### src/logic/epf_cfg.svh
// constants for the ethernet port flow-control block
`ifndef EPF_CFG_SVH
`define EPF_CFG_SVH
`define EPF_PAUSE_DA     48'h0180_6200_0001
`define EPF_JAM_BYTES    3'h4
`define EPF_RUNT_BYTES   16'h0040
`define EPF_MAX_LEN_CAP  16'h07e0
`define EPF_LEN_SAT      16'hffff
`define EPF_DIV10_LAST   3'h4
`define EPF_STRAP_WAIT   2'h3
`endif

### src/logic/epf_pkg.sv
// types shared by the ethernet port flow-control block
package epf_pkg;
  typedef struct packed {
    logic coll;
    logic unsup;
    logic ctl;
    logic len_err;
    logic crc;
    logic dribble;
    logic mii_err;
  } epf_rx_err_t;

  typedef struct packed {
    logic jabber;
    logic lost_carrier;
    logic excess_defer;
    logic late_coll;
    logic excess_coll;
    logic underrun;
    logic coll;
    logic deferred;
    logic heartbeat;
  } epf_tx_err_t;

  typedef struct packed {
    logic [7:0] rx_frame_status_byte3;
    logic [7:0] rx_frame_status_byte2;
    logic [7:0] rx_frame_status_byte1;
    logic [7:0] rx_frame_status_byte0;
  } epf_rx_stat_t;

  typedef struct packed {
    logic [7:0] tx_frame_status_hi;
    logic [7:0] tx_frame_status_lo;
  } epf_tx_stat_t;

  typedef enum logic [3:0] {
    RX_IDLE = 4'h1,
    RX_RECV = 4'h2,
    RX_JAM  = 4'h4,
    RX_DROP = 4'h8
  } epf_rx_state_t;
endpackage : epf_pkg

### src/logic/epf_flow_ctl.sv
// receive flow control, frame acceptance, tx retry and mii clocking
`timescale 1ns/1ps
`include "epf_cfg.svh"
// Behaviour
// (RQ1) automatic flow control is on after reset until host clears it
// (RQ2) pause and jam depend on the high threshold only; low is indication
// (RQ3) full duplex auto: one pause per frame received above high threshold
// (RQ4) pause frames carry destination 01-80-62-00-00-01
// (RQ5) software should set pause timer to 80 slots of 64 bytes
// (RQ6) software should set thresholds about 96 packets apart
// (RQ7) overflow sets a latched flag; frames dropped while overflow persists
// (RQ8) host writes to flow-control enable ignored during automatic control
// (RQ9) far-end pause frames honoured only when pause response control set
// (RQ10) tx queue gives threshold flags only, no automatic flow control
// (RQ11) half duplex: jam first 4 bytes of each new frame
// (RQ12) frame in progress at crossing not jammed; later frames jammed
// (RQ13) manual mode: host busy bit sends pause, jam request bit jams
// (RQ14) received pause frames flagged as control and unsupported in byte3
// (RQ15) strap pin selects rmii or mii mode
// (RQ16) mii dce mode makes 25 or 2.5 mhz tx and rx clocks from reference
// (RQ17) mii dte mode: phy drives tx and rx clocks, device does not
// (RQ18) max length from two bytes, capped at 2016
// (RQ19) frames above max length rejected; preamble not counted
// (RQ20) tx and rx status update as each frame completes
// (RQ21) tx errors set status and trigger retry per control bits
// (RQ22) errored frames rejected unless accepted; runts and collisions always
module epf_flow_ctl #(
  parameter int QW = 12
) (
  input  wire logic                  mclk,
  input  wire logic                  rst_n,
  input  wire logic                  reduced_iface_select_pin,
  input  wire logic                  dce_mode_pin,
  input  wire logic                  ref_clk,
  input  wire logic                  speed_100,
  input  wire logic                  full_duplex,
  input  wire logic                  auto_flow_wr,
  input  wire logic                  auto_flow_wdata,
  input  wire logic                  fce_wr,
  input  wire logic                  fce_wdata,
  input  wire logic                  fcb_set,
  input  wire logic                  jam_request_bit,
  input  wire logic                  pause_response_ctl,
  input  wire logic [15:0]           pause_timer,
  input  wire logic [QW-1:0]         rx_queue_level,
  input  wire logic [QW-1:0]         rx_queue_high_thresh,
  input  wire logic [QW-1:0]         rx_queue_low_thresh,
  input  wire logic                  rx_queue_full,
  input  wire logic                  ovf_clr,
  input  wire logic [QW-1:0]         tx_queue_level,
  input  wire logic [QW-1:0]         tx_queue_high_thresh,
  input  wire logic [QW-1:0]         tx_queue_low_thresh,
  input  wire logic [7:0]            max_rx_frame_len_hi,
  input  wire logic [7:0]            max_rx_frame_len_lo,
  input  wire logic [5:0]            rx_frame_reject_ctl,
  input  wire logic                  rx_sof,
  input  wire logic                  rx_byte_vld,
  input  wire logic                  rx_eof,
  input  wire epf_pkg::epf_rx_err_t  rx_err,
  input  wire logic                  tx_done,
  input  wire epf_pkg::epf_tx_err_t  tx_err,
  input  wire logic [6:0]            tx_frame_retry_ctl,
  input  wire logic [1:0]            heartbeat_retry_ctl,
  input  wire logic                  no_carrier_queue_flush,
  output logic                       auto_flow_ctl_en,
  output logic                       flow_ctl_enable_bit,
  output logic                       flow_ctl_busy_bit,
  output logic                       pause_req,
  output logic [15:0]                pause_timer_out,
  output logic [47:0]                pause_dest_addr,
  output logic                       far_pause_req,
  output logic                       jam_out,
  output logic                       rx_accept,
  output logic                       rx_reject,
  output logic                       rx_queue_overflow_flag,
  output logic                       rx_queue_above_high,
  output logic                       rx_queue_below_low,
  output logic                       tx_queue_above_high,
  output logic                       tx_queue_below_low,
  output epf_pkg::epf_rx_stat_t      rx_frame_status,
  output epf_pkg::epf_tx_stat_t      tx_frame_status,
  output logic                       tx_retry,
  output logic                       tx_flush,
  output logic                       rmii_mode,
  output logic                       dce_mode,
  output logic                       mii_tx_clk,
  output logic                       mii_rx_clk,
  output logic                       mii_clk_oe
);
  // ------------------------------------------------------------
  // helpers
  // ------------------------------------------------------------
  function automatic logic over(input logic [QW-1:0] lvl, input logic [QW-1:0] thr);
    over = lvl > thr;
  endfunction : over

  // ------------------------------------------------------------
  // pin sampling, strap capture, dce clock generation
  // ------------------------------------------------------------
  logic [2:0] ref_s, rmii_s, dce_s, next_ref_s, next_rmii_s, next_dce_s;
  logic       ref_lvl, next_ref_lvl, next_rmii_mode, next_dce_mode;
  logic [1:0] strap_cnt, next_strap_cnt;
  logic [2:0] div_cnt, next_div_cnt;
  logic       next_tx_clk, next_rx_clk, next_clk_oe;

  always_comb begin
    next_ref_s = {ref_s[1:0], ref_clk};
    next_rmii_s = {rmii_s[1:0], reduced_iface_select_pin};
    next_dce_s = {dce_s[1:0], dce_mode_pin};
    // only the agreeing 2nd and 3rd stages count, the 1st may be metastable
    next_ref_lvl = (ref_s[1] == ref_s[2]) ? ref_s[2] : ref_lvl;
    next_strap_cnt = strap_cnt;
    next_rmii_mode = rmii_mode;
    next_dce_mode = dce_mode;
    if (strap_cnt != `EPF_STRAP_WAIT) begin
      next_strap_cnt = strap_cnt + 2'h1;
    end
    // reset clears the stages, so the pin reaches the third one only now; straps are static
    if (strap_cnt == `EPF_STRAP_WAIT) begin
      if (rmii_s[1] == rmii_s[2]) begin
        next_rmii_mode = rmii_s[2];  // [RQ15]
      end
      if (dce_s[1] == dce_s[2]) begin
        next_dce_mode = dce_s[2];
      end
    end
    next_div_cnt = div_cnt;
    next_tx_clk = mii_tx_clk;
    // dte: phy owns the clocks, so never drive them
    next_clk_oe = dce_mode & ~rmii_mode;  // [RQ16] [RQ17]
    if (next_ref_lvl != ref_lvl) begin
      if (speed_100) begin
        next_tx_clk = next_ref_lvl;  // [RQ16]
      end else if (next_ref_lvl) begin
        if (div_cnt == `EPF_DIV10_LAST) begin
          next_div_cnt = 3'h0;
          next_tx_clk = ~mii_tx_clk;  // [RQ16]
        end else begin
          next_div_cnt = div_cnt + 3'h1;
        end
      end
    end
    if (!next_clk_oe) begin
      next_tx_clk = 1'b0;
    end
    next_rx_clk = next_tx_clk;
  end

  always_ff @(posedge mclk) begin
    if (!rst_n) begin
      ref_s <= 3'h0;
      rmii_s <= 3'h0;
      dce_s <= 3'h0;
      ref_lvl <= 1'b0;
      strap_cnt <= 2'h0;
      rmii_mode <= 1'b0;
      dce_mode <= 1'b0;
      div_cnt <= 3'h0;
      mii_tx_clk <= 1'b0;
      mii_rx_clk <= 1'b0;
      mii_clk_oe <= 1'b0;
    end else begin
      ref_s <= next_ref_s;
      rmii_s <= next_rmii_s;
      dce_s <= next_dce_s;
      ref_lvl <= next_ref_lvl;
      strap_cnt <= next_strap_cnt;
      rmii_mode <= next_rmii_mode;
      dce_mode <= next_dce_mode;
      div_cnt <= next_div_cnt;
      mii_tx_clk <= next_tx_clk;
      mii_rx_clk <= next_rx_clk;
      mii_clk_oe <= next_clk_oe;
    end
  end

  // ------------------------------------------------------------
  // flow control, receive acceptance, transmit status
  // ------------------------------------------------------------
  epf_pkg::epf_rx_state_t rx_state, next_rx_state;
  epf_pkg::epf_rx_stat_t  next_rx_stat;
  epf_pkg::epf_tx_stat_t  next_tx_stat;
  logic [15:0] len, next_len, max_len;
  logic [2:0]  jam_cnt, next_jam_cnt;
  logic        above, runt, too_long, bad, retry;
  logic        next_auto, next_fce, next_busy, next_pause, next_far, next_jam;
  logic        next_acc, next_rej, next_ovf, next_retry, next_flush;

  always_comb begin
    above = over(rx_queue_level, rx_queue_high_thresh);  // [RQ2]
    // anything above 2016 is unpredictable, so clamp rather than trust it
    max_len = {max_rx_frame_len_hi, max_rx_frame_len_lo};  // [RQ18]
    if (max_len > `EPF_MAX_LEN_CAP) begin
      max_len = `EPF_MAX_LEN_CAP;  // [RQ18]
    end
    next_auto = auto_flow_wr ? auto_flow_wdata : auto_flow_ctl_en;  // [RQ1]
    next_fce = next_auto ? 1'b1 : (fce_wr ? fce_wdata : flow_ctl_enable_bit);  // [RQ8]
    next_busy = fcb_set & ~auto_flow_ctl_en | flow_ctl_busy_bit;
    next_pause = 1'b0;
    next_far = 1'b0;
    next_acc = 1'b0;
    next_rej = 1'b0;
    next_ovf = ovf_clr ? 1'b0 : rx_queue_overflow_flag;
    next_rx_state = rx_state;
    next_len = len;
    next_jam_cnt = jam_cnt;
    next_rx_stat = rx_frame_status;
    runt = len < `EPF_RUNT_BYTES;
    too_long = len > max_len;  // [RQ19]
    bad = |(rx_err[5:0] & ~rx_frame_reject_ctl) | rx_err.coll | runt;  // [RQ22]
    bad = bad | too_long | (rx_state == epf_pkg::RX_JAM);  // [RQ19]
    if (flow_ctl_busy_bit && !auto_flow_ctl_en && full_duplex
        && rx_state != epf_pkg::RX_DROP) begin
      next_pause = 1'b1;  // [RQ13]
      next_busy = fcb_set;
    end
    case (rx_state)
      epf_pkg::RX_IDLE: begin
        if (rx_sof) begin
          next_len = 16'h0;
          next_jam_cnt = 3'h0;
          if (rx_queue_full) begin
            next_ovf = 1'b1;  // [RQ7]
            next_rx_state = epf_pkg::RX_DROP;
          end else if (!full_duplex && (auto_flow_ctl_en ? above : jam_request_bit)) begin
            // decided at frame start so the frame in flight is never jammed
            next_rx_state = epf_pkg::RX_JAM;  // [RQ11] [RQ12] [RQ13]
          end else begin
            next_rx_state = epf_pkg::RX_RECV;
          end
        end
      end
      epf_pkg::RX_RECV, epf_pkg::RX_JAM: begin
        if (rx_byte_vld && len != `EPF_LEN_SAT) begin
          next_len = len + 16'h1;  // [RQ19]
        end
        if (rx_byte_vld && jam_cnt != `EPF_JAM_BYTES) begin
          next_jam_cnt = jam_cnt + 3'h1;
        end
        if (rx_eof) begin
          next_rx_state = epf_pkg::RX_IDLE;
          next_acc = ~bad;  // [RQ22]
          next_rej = bad;
          if (full_duplex && auto_flow_ctl_en && above) begin
            next_pause = 1'b1;  // [RQ3]
          end
          next_far = rx_err.ctl & pause_response_ctl & full_duplex;  // [RQ9]
          next_rx_stat.rx_frame_status_byte0 = {1'b0, too_long, runt, rx_err.coll,
                                                rx_err.len_err, rx_err.crc,
                                                rx_err.dribble, rx_err.mii_err};  // [RQ20]
          next_rx_stat.rx_frame_status_byte1 = len[7:0];
          next_rx_stat.rx_frame_status_byte2 = len[15:8];
          next_rx_stat.rx_frame_status_byte3 = {4'h0, rx_state == epf_pkg::RX_JAM,
                                                1'b0, rx_err.ctl, rx_err.unsup};  // [RQ14]
        end
      end
      epf_pkg::RX_DROP: begin
        if (rx_eof) begin
          next_rx_state = epf_pkg::RX_IDLE;
          next_rej = 1'b1;  // [RQ7]
          next_rx_stat.rx_frame_status_byte3 = {6'h0, rx_err.ctl, rx_err.unsup};
          next_rx_stat.rx_frame_status_byte3[2] = 1'b1;
        end
      end
      default: begin
        next_rx_state = epf_pkg::RX_IDLE;
      end
    endcase
    next_jam = (next_rx_state == epf_pkg::RX_JAM) && (next_jam_cnt != `EPF_JAM_BYTES);  // [RQ11]
    retry = |({tx_err.jabber, tx_err.lost_carrier, tx_err.excess_defer, tx_err.late_coll,
               tx_err.excess_coll, tx_err.underrun, tx_err.coll} & tx_frame_retry_ctl);
    retry = retry | |({tx_err.deferred, tx_err.heartbeat} & heartbeat_retry_ctl);  // [RQ21]
    next_tx_stat = tx_frame_status;
    next_retry = 1'b0;
    next_flush = 1'b0;
    if (tx_done) begin
      next_tx_stat = {7'h0, tx_err};  // [RQ20] [RQ21]
      next_retry = retry;  // [RQ21]
      next_flush = tx_err.lost_carrier & no_carrier_queue_flush;
    end
  end

  always_ff @(posedge mclk) begin
    if (!rst_n) begin
      auto_flow_ctl_en <= 1'b1;
      flow_ctl_enable_bit <= 1'b1;
      flow_ctl_busy_bit <= 1'b0;
      pause_req <= 1'b0;
      pause_timer_out <= 16'h0;
      pause_dest_addr <= `EPF_PAUSE_DA;
      far_pause_req <= 1'b0;
      jam_out <= 1'b0;
      rx_accept <= 1'b0;
      rx_reject <= 1'b0;
      rx_queue_overflow_flag <= 1'b0;
      rx_queue_above_high <= 1'b0;
      rx_queue_below_low <= 1'b0;
      tx_queue_above_high <= 1'b0;
      tx_queue_below_low <= 1'b0;
      rx_frame_status <= '0;
      tx_frame_status <= '0;
      tx_retry <= 1'b0;
      tx_flush <= 1'b0;
      rx_state <= epf_pkg::RX_IDLE;
      len <= 16'h0;
      jam_cnt <= 3'h0;
    end else begin
      auto_flow_ctl_en <= next_auto;
      flow_ctl_enable_bit <= next_fce;
      flow_ctl_busy_bit <= next_busy;
      pause_req <= next_pause;
      pause_timer_out <= pause_timer;
      pause_dest_addr <= `EPF_PAUSE_DA;  // [RQ4]
      far_pause_req <= next_far;
      jam_out <= next_jam;
      rx_accept <= next_acc;
      rx_reject <= next_rej;
      rx_queue_overflow_flag <= next_ovf;
      rx_queue_above_high <= above;
      rx_queue_below_low <= over(rx_queue_low_thresh, rx_queue_level);  // [RQ2]
      tx_queue_above_high <= over(tx_queue_level, tx_queue_high_thresh);  // [RQ10]
      tx_queue_below_low <= over(tx_queue_low_thresh, tx_queue_level);  // [RQ10]
      rx_frame_status <= next_rx_stat;
      tx_frame_status <= next_tx_stat;
      tx_retry <= next_retry;
      tx_flush <= next_flush;
      rx_state <= next_rx_state;
      len <= next_len;
      jam_cnt <= next_jam_cnt;
    end
  end

  // ------------------------------------------------------------
  // checks
  // ------------------------------------------------------------
  property p_auto_rst;
    @(posedge mclk) !$past(rst_n) && rst_n |-> auto_flow_ctl_en;
  endproperty
  a_auto_rst: assert property (p_auto_rst) else $error("auto flow off after reset"); // [RQ1]

  property p_fce_lock;
    @(posedge mclk) disable iff (!rst_n)
      auto_flow_ctl_en && !auto_flow_wr && fce_wr && !fce_wdata |=> flow_ctl_enable_bit;
  endproperty
  a_fce_lock: assert property (p_fce_lock) else $error("fce changed in auto mode"); // [RQ8]

  property p_auto_pause;
    @(posedge mclk) disable iff (!rst_n)
      rx_state == epf_pkg::RX_RECV && rx_eof && full_duplex && auto_flow_ctl_en && above
      |=> pause_req && pause_dest_addr == `EPF_PAUSE_DA;
  endproperty
  a_auto_pause: assert property (p_auto_pause) else $error("missing pause frame"); // [RQ3]

  property p_pause_da;
    @(posedge mclk) disable iff (!rst_n) pause_req |-> pause_dest_addr == `EPF_PAUSE_DA;
  endproperty
  a_pause_da: assert property (p_pause_da) else $error("wrong pause address"); // [RQ4]

  property p_ovf;
    @(posedge mclk) disable iff (!rst_n)
      rx_state == epf_pkg::RX_IDLE && rx_sof && rx_queue_full
      |=> rx_queue_overflow_flag && rx_state == epf_pkg::RX_DROP;
  endproperty
  a_ovf: assert property (p_ovf) else $error("overflow not flagged"); // [RQ7]

  property p_jam_start;
    @(posedge mclk) disable iff (!rst_n)
      rx_state == epf_pkg::RX_IDLE && rx_sof && !rx_queue_full && !full_duplex
      && auto_flow_ctl_en && above |=> jam_out ##0 rx_state == epf_pkg::RX_JAM;
  endproperty
  a_jam_start: assert property (p_jam_start) else $error("frame not jammed"); // [RQ11]

  property p_no_jam_fd;
    @(posedge mclk) disable iff (!rst_n) full_duplex && $stable(full_duplex) |=> !jam_out;
  endproperty
  a_no_jam_fd: assert property (p_no_jam_fd) else $error("jam in full duplex"); // [RQ11]

  property p_runt;
    @(posedge mclk) disable iff (!rst_n)
      rx_state != epf_pkg::RX_IDLE && rx_eof && len < `EPF_RUNT_BYTES |=> rx_reject && !rx_accept;
  endproperty
  a_runt: assert property (p_runt) else $error("runt accepted"); // [RQ22]

  property p_tx_retry;
    @(posedge mclk) disable iff (!rst_n)
      tx_done && tx_err.underrun && tx_frame_retry_ctl[1] |=> tx_retry;
  endproperty
  a_tx_retry: assert property (p_tx_retry) else $error("no retry on underrun"); // [RQ21]
endmodule : epf_flow_ctl

### config.mk
export PLATFORM = sky130hd
export DESIGN_NAME = epf_flow_ctl
export DESIGN_NICKNAME = d
export VERILOG_FILES = /design/src/logic/epf_pkg.sv /design/src/logic/epf_flow_ctl.sv
export VERILOG_INCLUDE_DIRS = /design/src /design/src/logic
export SDC_FILE = /design/constraint.sdc
export NUM_CORES = 1
export LEC_CHECK = 0
export ABC_AREA = 1
export BUFFER_PORTS_ARGS = -buffer_cell sky130_fd_sc_hd__buf_2
export CAP_MARGIN = 20
export CORE_UTILIZATION = 40
export CTS_CLUSTER_SIZE = 28
export DETAILED_ROUTE_END_ITERATION = 7
export PLACE_DENSITY = 0.78
export SLEW_MARGIN = 10
export SYNTH_ARGS = -nofsm -noshare
export SYNTH_HDL_FRONTEND = slang
export SYNTH_SLANG_ARGS = --single-unit
### constraint.sdc
create_clock -name mclk -period 2.5 [get_ports mclk]
set_input_delay 0.5 -clock mclk [delete_from_list [all_inputs] [get_ports mclk]]
set_output_delay 0.5 -clock mclk [all_outputs]
set_load 0.01 [all_outputs]
==> metrics.md <==
| Metric | Value |
|---|---|
| # DRC | `0` |
| Routed wire length | `between 15,000 and 20,000 um` |
| Antenna violations before repair | `0` |
| WP data arrival | `2.37 ns` |
| Worst-margin pin slew | `0.528 ns` |
| Placer Congestion | `approximately 0.87` |
| Post-synthesis instance area | `6520 um^2` |
| Clock insertion delay at the later pin of the skew report | `0.35 ns` |
| Final period utilization | `0.852` |
| Total GRT Usage | `0.187` |
| Most used cell, CP | `nand2_1` |
| Number of post-CTS setup repair buffers | `0` |
| Met1 usage | `0.221` |
| Outcome | `completed` |
| Die area | `16,800 um^2` |
| Crit Path Category | `in2reg` |
| Vias in the first global route | `5,617` |
| Post-synthesis mux area share | `0.00153` |
| Synth warn | `0` |
| DRT iter0 DRCs | `302` |
| Fin util | `0.500` |
| Number of buffers created by CTS | `9` |
| Total Power | `between 3 and 4 mW` |
| Post_cts resized | `0` |
| Grt total ovfl | `0` |
| CP Data Required Time | `2.74 ns` |
| Synth Area in Compound Gates | `0.132` |
| Post-synth EDFFs | `0` |
| Fmax | `0.469 GHz` |
| Final Setup Violations | `0` |
| Vias post-DR | `6,185` |
| Nets@finish | `about 1.3k` |
| Synth Flop Type | `dfxtp_1` |
| Bufs and invs on worst path | `2` |
| # fillers | `around 1.6k` |
| Hold_buf cts | `0` |
| Worst Hold Class | `in2reg` |
| Layout Skew | `0.00990 ns` |
| Synth Instances | `893` |
| Met3 Use GR | `0.0394` |
| Worst path cell trace | `buf_2 -> nor3_1 -> nor3b_1 -> nand2_1 -> inv_1 -> nand2_1 -> ha_1 -> a21oi_1 -> o21ai_0 -> nand2_1 -> nand3_1 -> nand2_1 -> nand2_1 -> nand2_1 -> nand2_1 -> nand2_1 -> nand2_1` |
| Largest family of logic cells by synthesized area | `simple AND/OR/NAND/NOR gates` |
| Final Hold Viols | `0` |
| Gr busiest metal | `met2` |
| Area Growth Syn to Fin | `21.7%` |
| Grt met2 use | `0.340` |
| CTS sink count | `109` |
| Critical path's largest stage delay | `slightly below 0.3 ns` |
| Num rows | `46` |
| Worst Path Max Fanout | `8` |
| Core Region | `15,900 um^2` |
| Asr flop ratio synth | `0` |
| Synth Area in Adders | `0.134` |
| Initial Util | `0.411` |
| ANT nets after route | `0` |
| Synth Area in Simple Gates | `0.205` |
| Max_cap viols | `0` |
| Largest net degree at the start of global routing | `56` |
| # port buffers | `227` |
| Worst setup EP type | `register` |
| Setup crit start kind | `primary input` |
| Clock Pin Slew Worst Setup and Hold Paths | `0.08 ns` |
| Fin. max-slew vios | `0` |
| Xor/xnor cell area share of the yosys netlist | `0.0188` |
| Clock Path Buffers | `2` |
| Syn avg cell area | `7.30 um^2` |
| Slowest CP cell | `ha_1` |
| First-pass GRT wire length | `25,300 um` |
| Number of synthesized register bits | `around 110` |
| CTS Root Cell | `clkbuf_16` |
| CTS tree | `built` |
| LEAKAGE | `4.31 nW` |
| DR vias/cell | `4.61` |
| WL/cell | `11.9 um` |
| Share of layout cells above drive strength 1 | `0.235` |
| Die width | `130 um` |
| Yosys cell types | `41` |
| Drt pass-1 iters | `5` |
| Register area share after synthesis | `0.335` |
| Delay-heaviest family, CP | `simple AND/OR/NAND/NOR gates` |
| Peak supply drop | `295 uV` |
| H-tree levels | `3` |
| Die H | `~130 um` |
| Slew HR | `0.648` |
| Fin crit period | `~2.1 ns` |
| I/O pins | `roughly 290` |
| Unrepaired setup endpoints after global routing | `false` |
| Final HPWL from detailed placement | `~13,000 um` |
| ANT cells | `0` |
| Ratio of total power to cell area | `~480 nW/um^2` |
-- placed cells by master (no fill, tap or decap), types with 2 or more instances in the layout --
master,synthesis,routed
buf_4,61,9
nor3b_1,2,2
buf_2,5,227
nand3b_1,3,3
nand3_1,47,47
ha_1,70,70
o211ai_1,6,6
o21bai_1,2,2
a21oi_2,3,3
o21ai_0,59,59
nand2_1,141,141
nor2_2,3,3
clkinv_2,0,2
xnor2_1,2,2
inv_1,143,143
a21oi_1,72,72
nand4_1,12,12
nor2_1,84,84
dfxtp_1,109,109
o22ai_1,3,3
clkbuf_16,0,9
nor4_1,4,4
clkinvlp_4,0,2
nor3_1,13,13
xor2_1,12,12
conb_1,2,65
a211oi_1,6,6
-- worst paths after layout --
| check | start | to | slack (ns) | cells after the start |
|---|---|---|---|---|
| max | max_rx_frame_len_hi[5] | rx_reject | 0.37 | 17 |
| min | pause_timer[1] | pause_timer_out[1] | 0.33 | 3 |
| max reg2reg | len[1] | len[9] | 0.56 | 8 |
| min reg2reg | ref_s[0] | ref_s[1] | 0.41 | 2 |
-- layer usage --
metal  vias to the layer above  wire length [um]  share of wire
li1                       3224                 -              -
met1                      2750              6950           0.44
met2                       192              7890           0.49
met3                        19               890          0.056
met4                         0               203          0.013
met5                         -                 0              0
-- metrics by stage --
stage / hold slack [ns] / setup TNS, ns / setup WS (ns) / instances / cell area (um^2)
2_1_floorplan: 0.390 / 0 / 0.347 / 956 / 6760
3_3_place_gp: 0.399 / 0 / 0.0331 / 1325 / 7650
3_5_place_dp: 0.399 / -0.00596 / -0.00596 / 1325 / 7650
4_1_cts: 0.318 / 0 / 0.348 / 1341 / 7940
5_1_grt: 0.315 / 0 / 0.164 / 1341 / 7940
6_report: 0.331 / 0 / 0.369 / 1341 / 7940
-- cells by family (layout without fill, tap and decap cells) --
group           Yosys count  after routing
compound gates          156            156
xor+xnor                 14             14
fa+ha+maj                70             70
buf+inv                 228            397
flops                   109            109
mux                       1              1
other cells               2             65
simple gates            313            313
-- registers in the layout, indices dropped and copies added (netlist names), 3 cells and up --
register	flops
rx_frame_status	27
len	16
pause_timer_out	16
tx_frame_status	9
rx_state	4
dce_s	3
div_cnt	3
jam_cnt	3
ref_s	3
rmii_s	3
-- synth_stat cells (2+ instances only) --
cell type | n | share of area
o21bai_1 | 2 | 0.0023
nor2_1 | 84 | 0.048
a21oi_2 | 3 | 0.0040
nor2_2 | 3 | 0.0029
inv_1 | 143 | 0.082
nor3_1 | 13 | 0.010
buf_1 | 3 | 0.0017
buf_4 | 61 | 0.070
buf_2 | 5 | 0.0038
nor3b_1 | 2 | 0.0023
o21ai_0 | 59 | 0.045
xnor2_1 | 2 | 0.0027
nor4_1 | 4 | 0.0038
clkbuf_1 | 11 | 0.0063
nand4_1 | 12 | 0.012
ha_1 | 70 | 0.13
conb_1 | 2 | 0.0012
o22ai_1 | 3 | 0.0029
o211ai_1 | 6 | 0.0069
nand3b_1 | 3 | 0.0035
xor2_1 | 12 | 0.016
a211oi_1 | 6 | 0.0069
nand2_1 | 141 | 0.081
nand3_1 | 47 | 0.036
dfxtp_1 | 109 | 0.33
a21oi_1 | 72 | 0.055
-- worst min-delay path, delay by kind of cell --
family                 cells  cell delay (ns)
and+or+nand+nor            1             0.04
buffers and inverters      2             0.11
-- final cells by class --
type | instances | area [um^2] | share of cell area
multi-input combinational | 619 | 3450 | 0.435
sequential | 109 | 2180 | 0.275
inverter | 145 | 544 | 0.0686
clock inverter | 7 | 61.3 | 0.00772
tap | 216 | 270 | 0.0340
timing repair buffer | 236 | 1200 | 0.152
clock buffer | 9 | 225 | 0.0284
-- power by group --
part / total [mW] / leakage [nW] / internal, mW / switching [mW]
clock network: 1.38 / 0.136 / 0.692 / 0.684
logic: 0.606 / 3.29 / 0.249 / 0.357
registers: 1.82 / 0.889 / 1.79 / 0.0259
total: 3.80 / 4.31 / 2.73 / 1.07
Power figures use the tool's default switching activity.
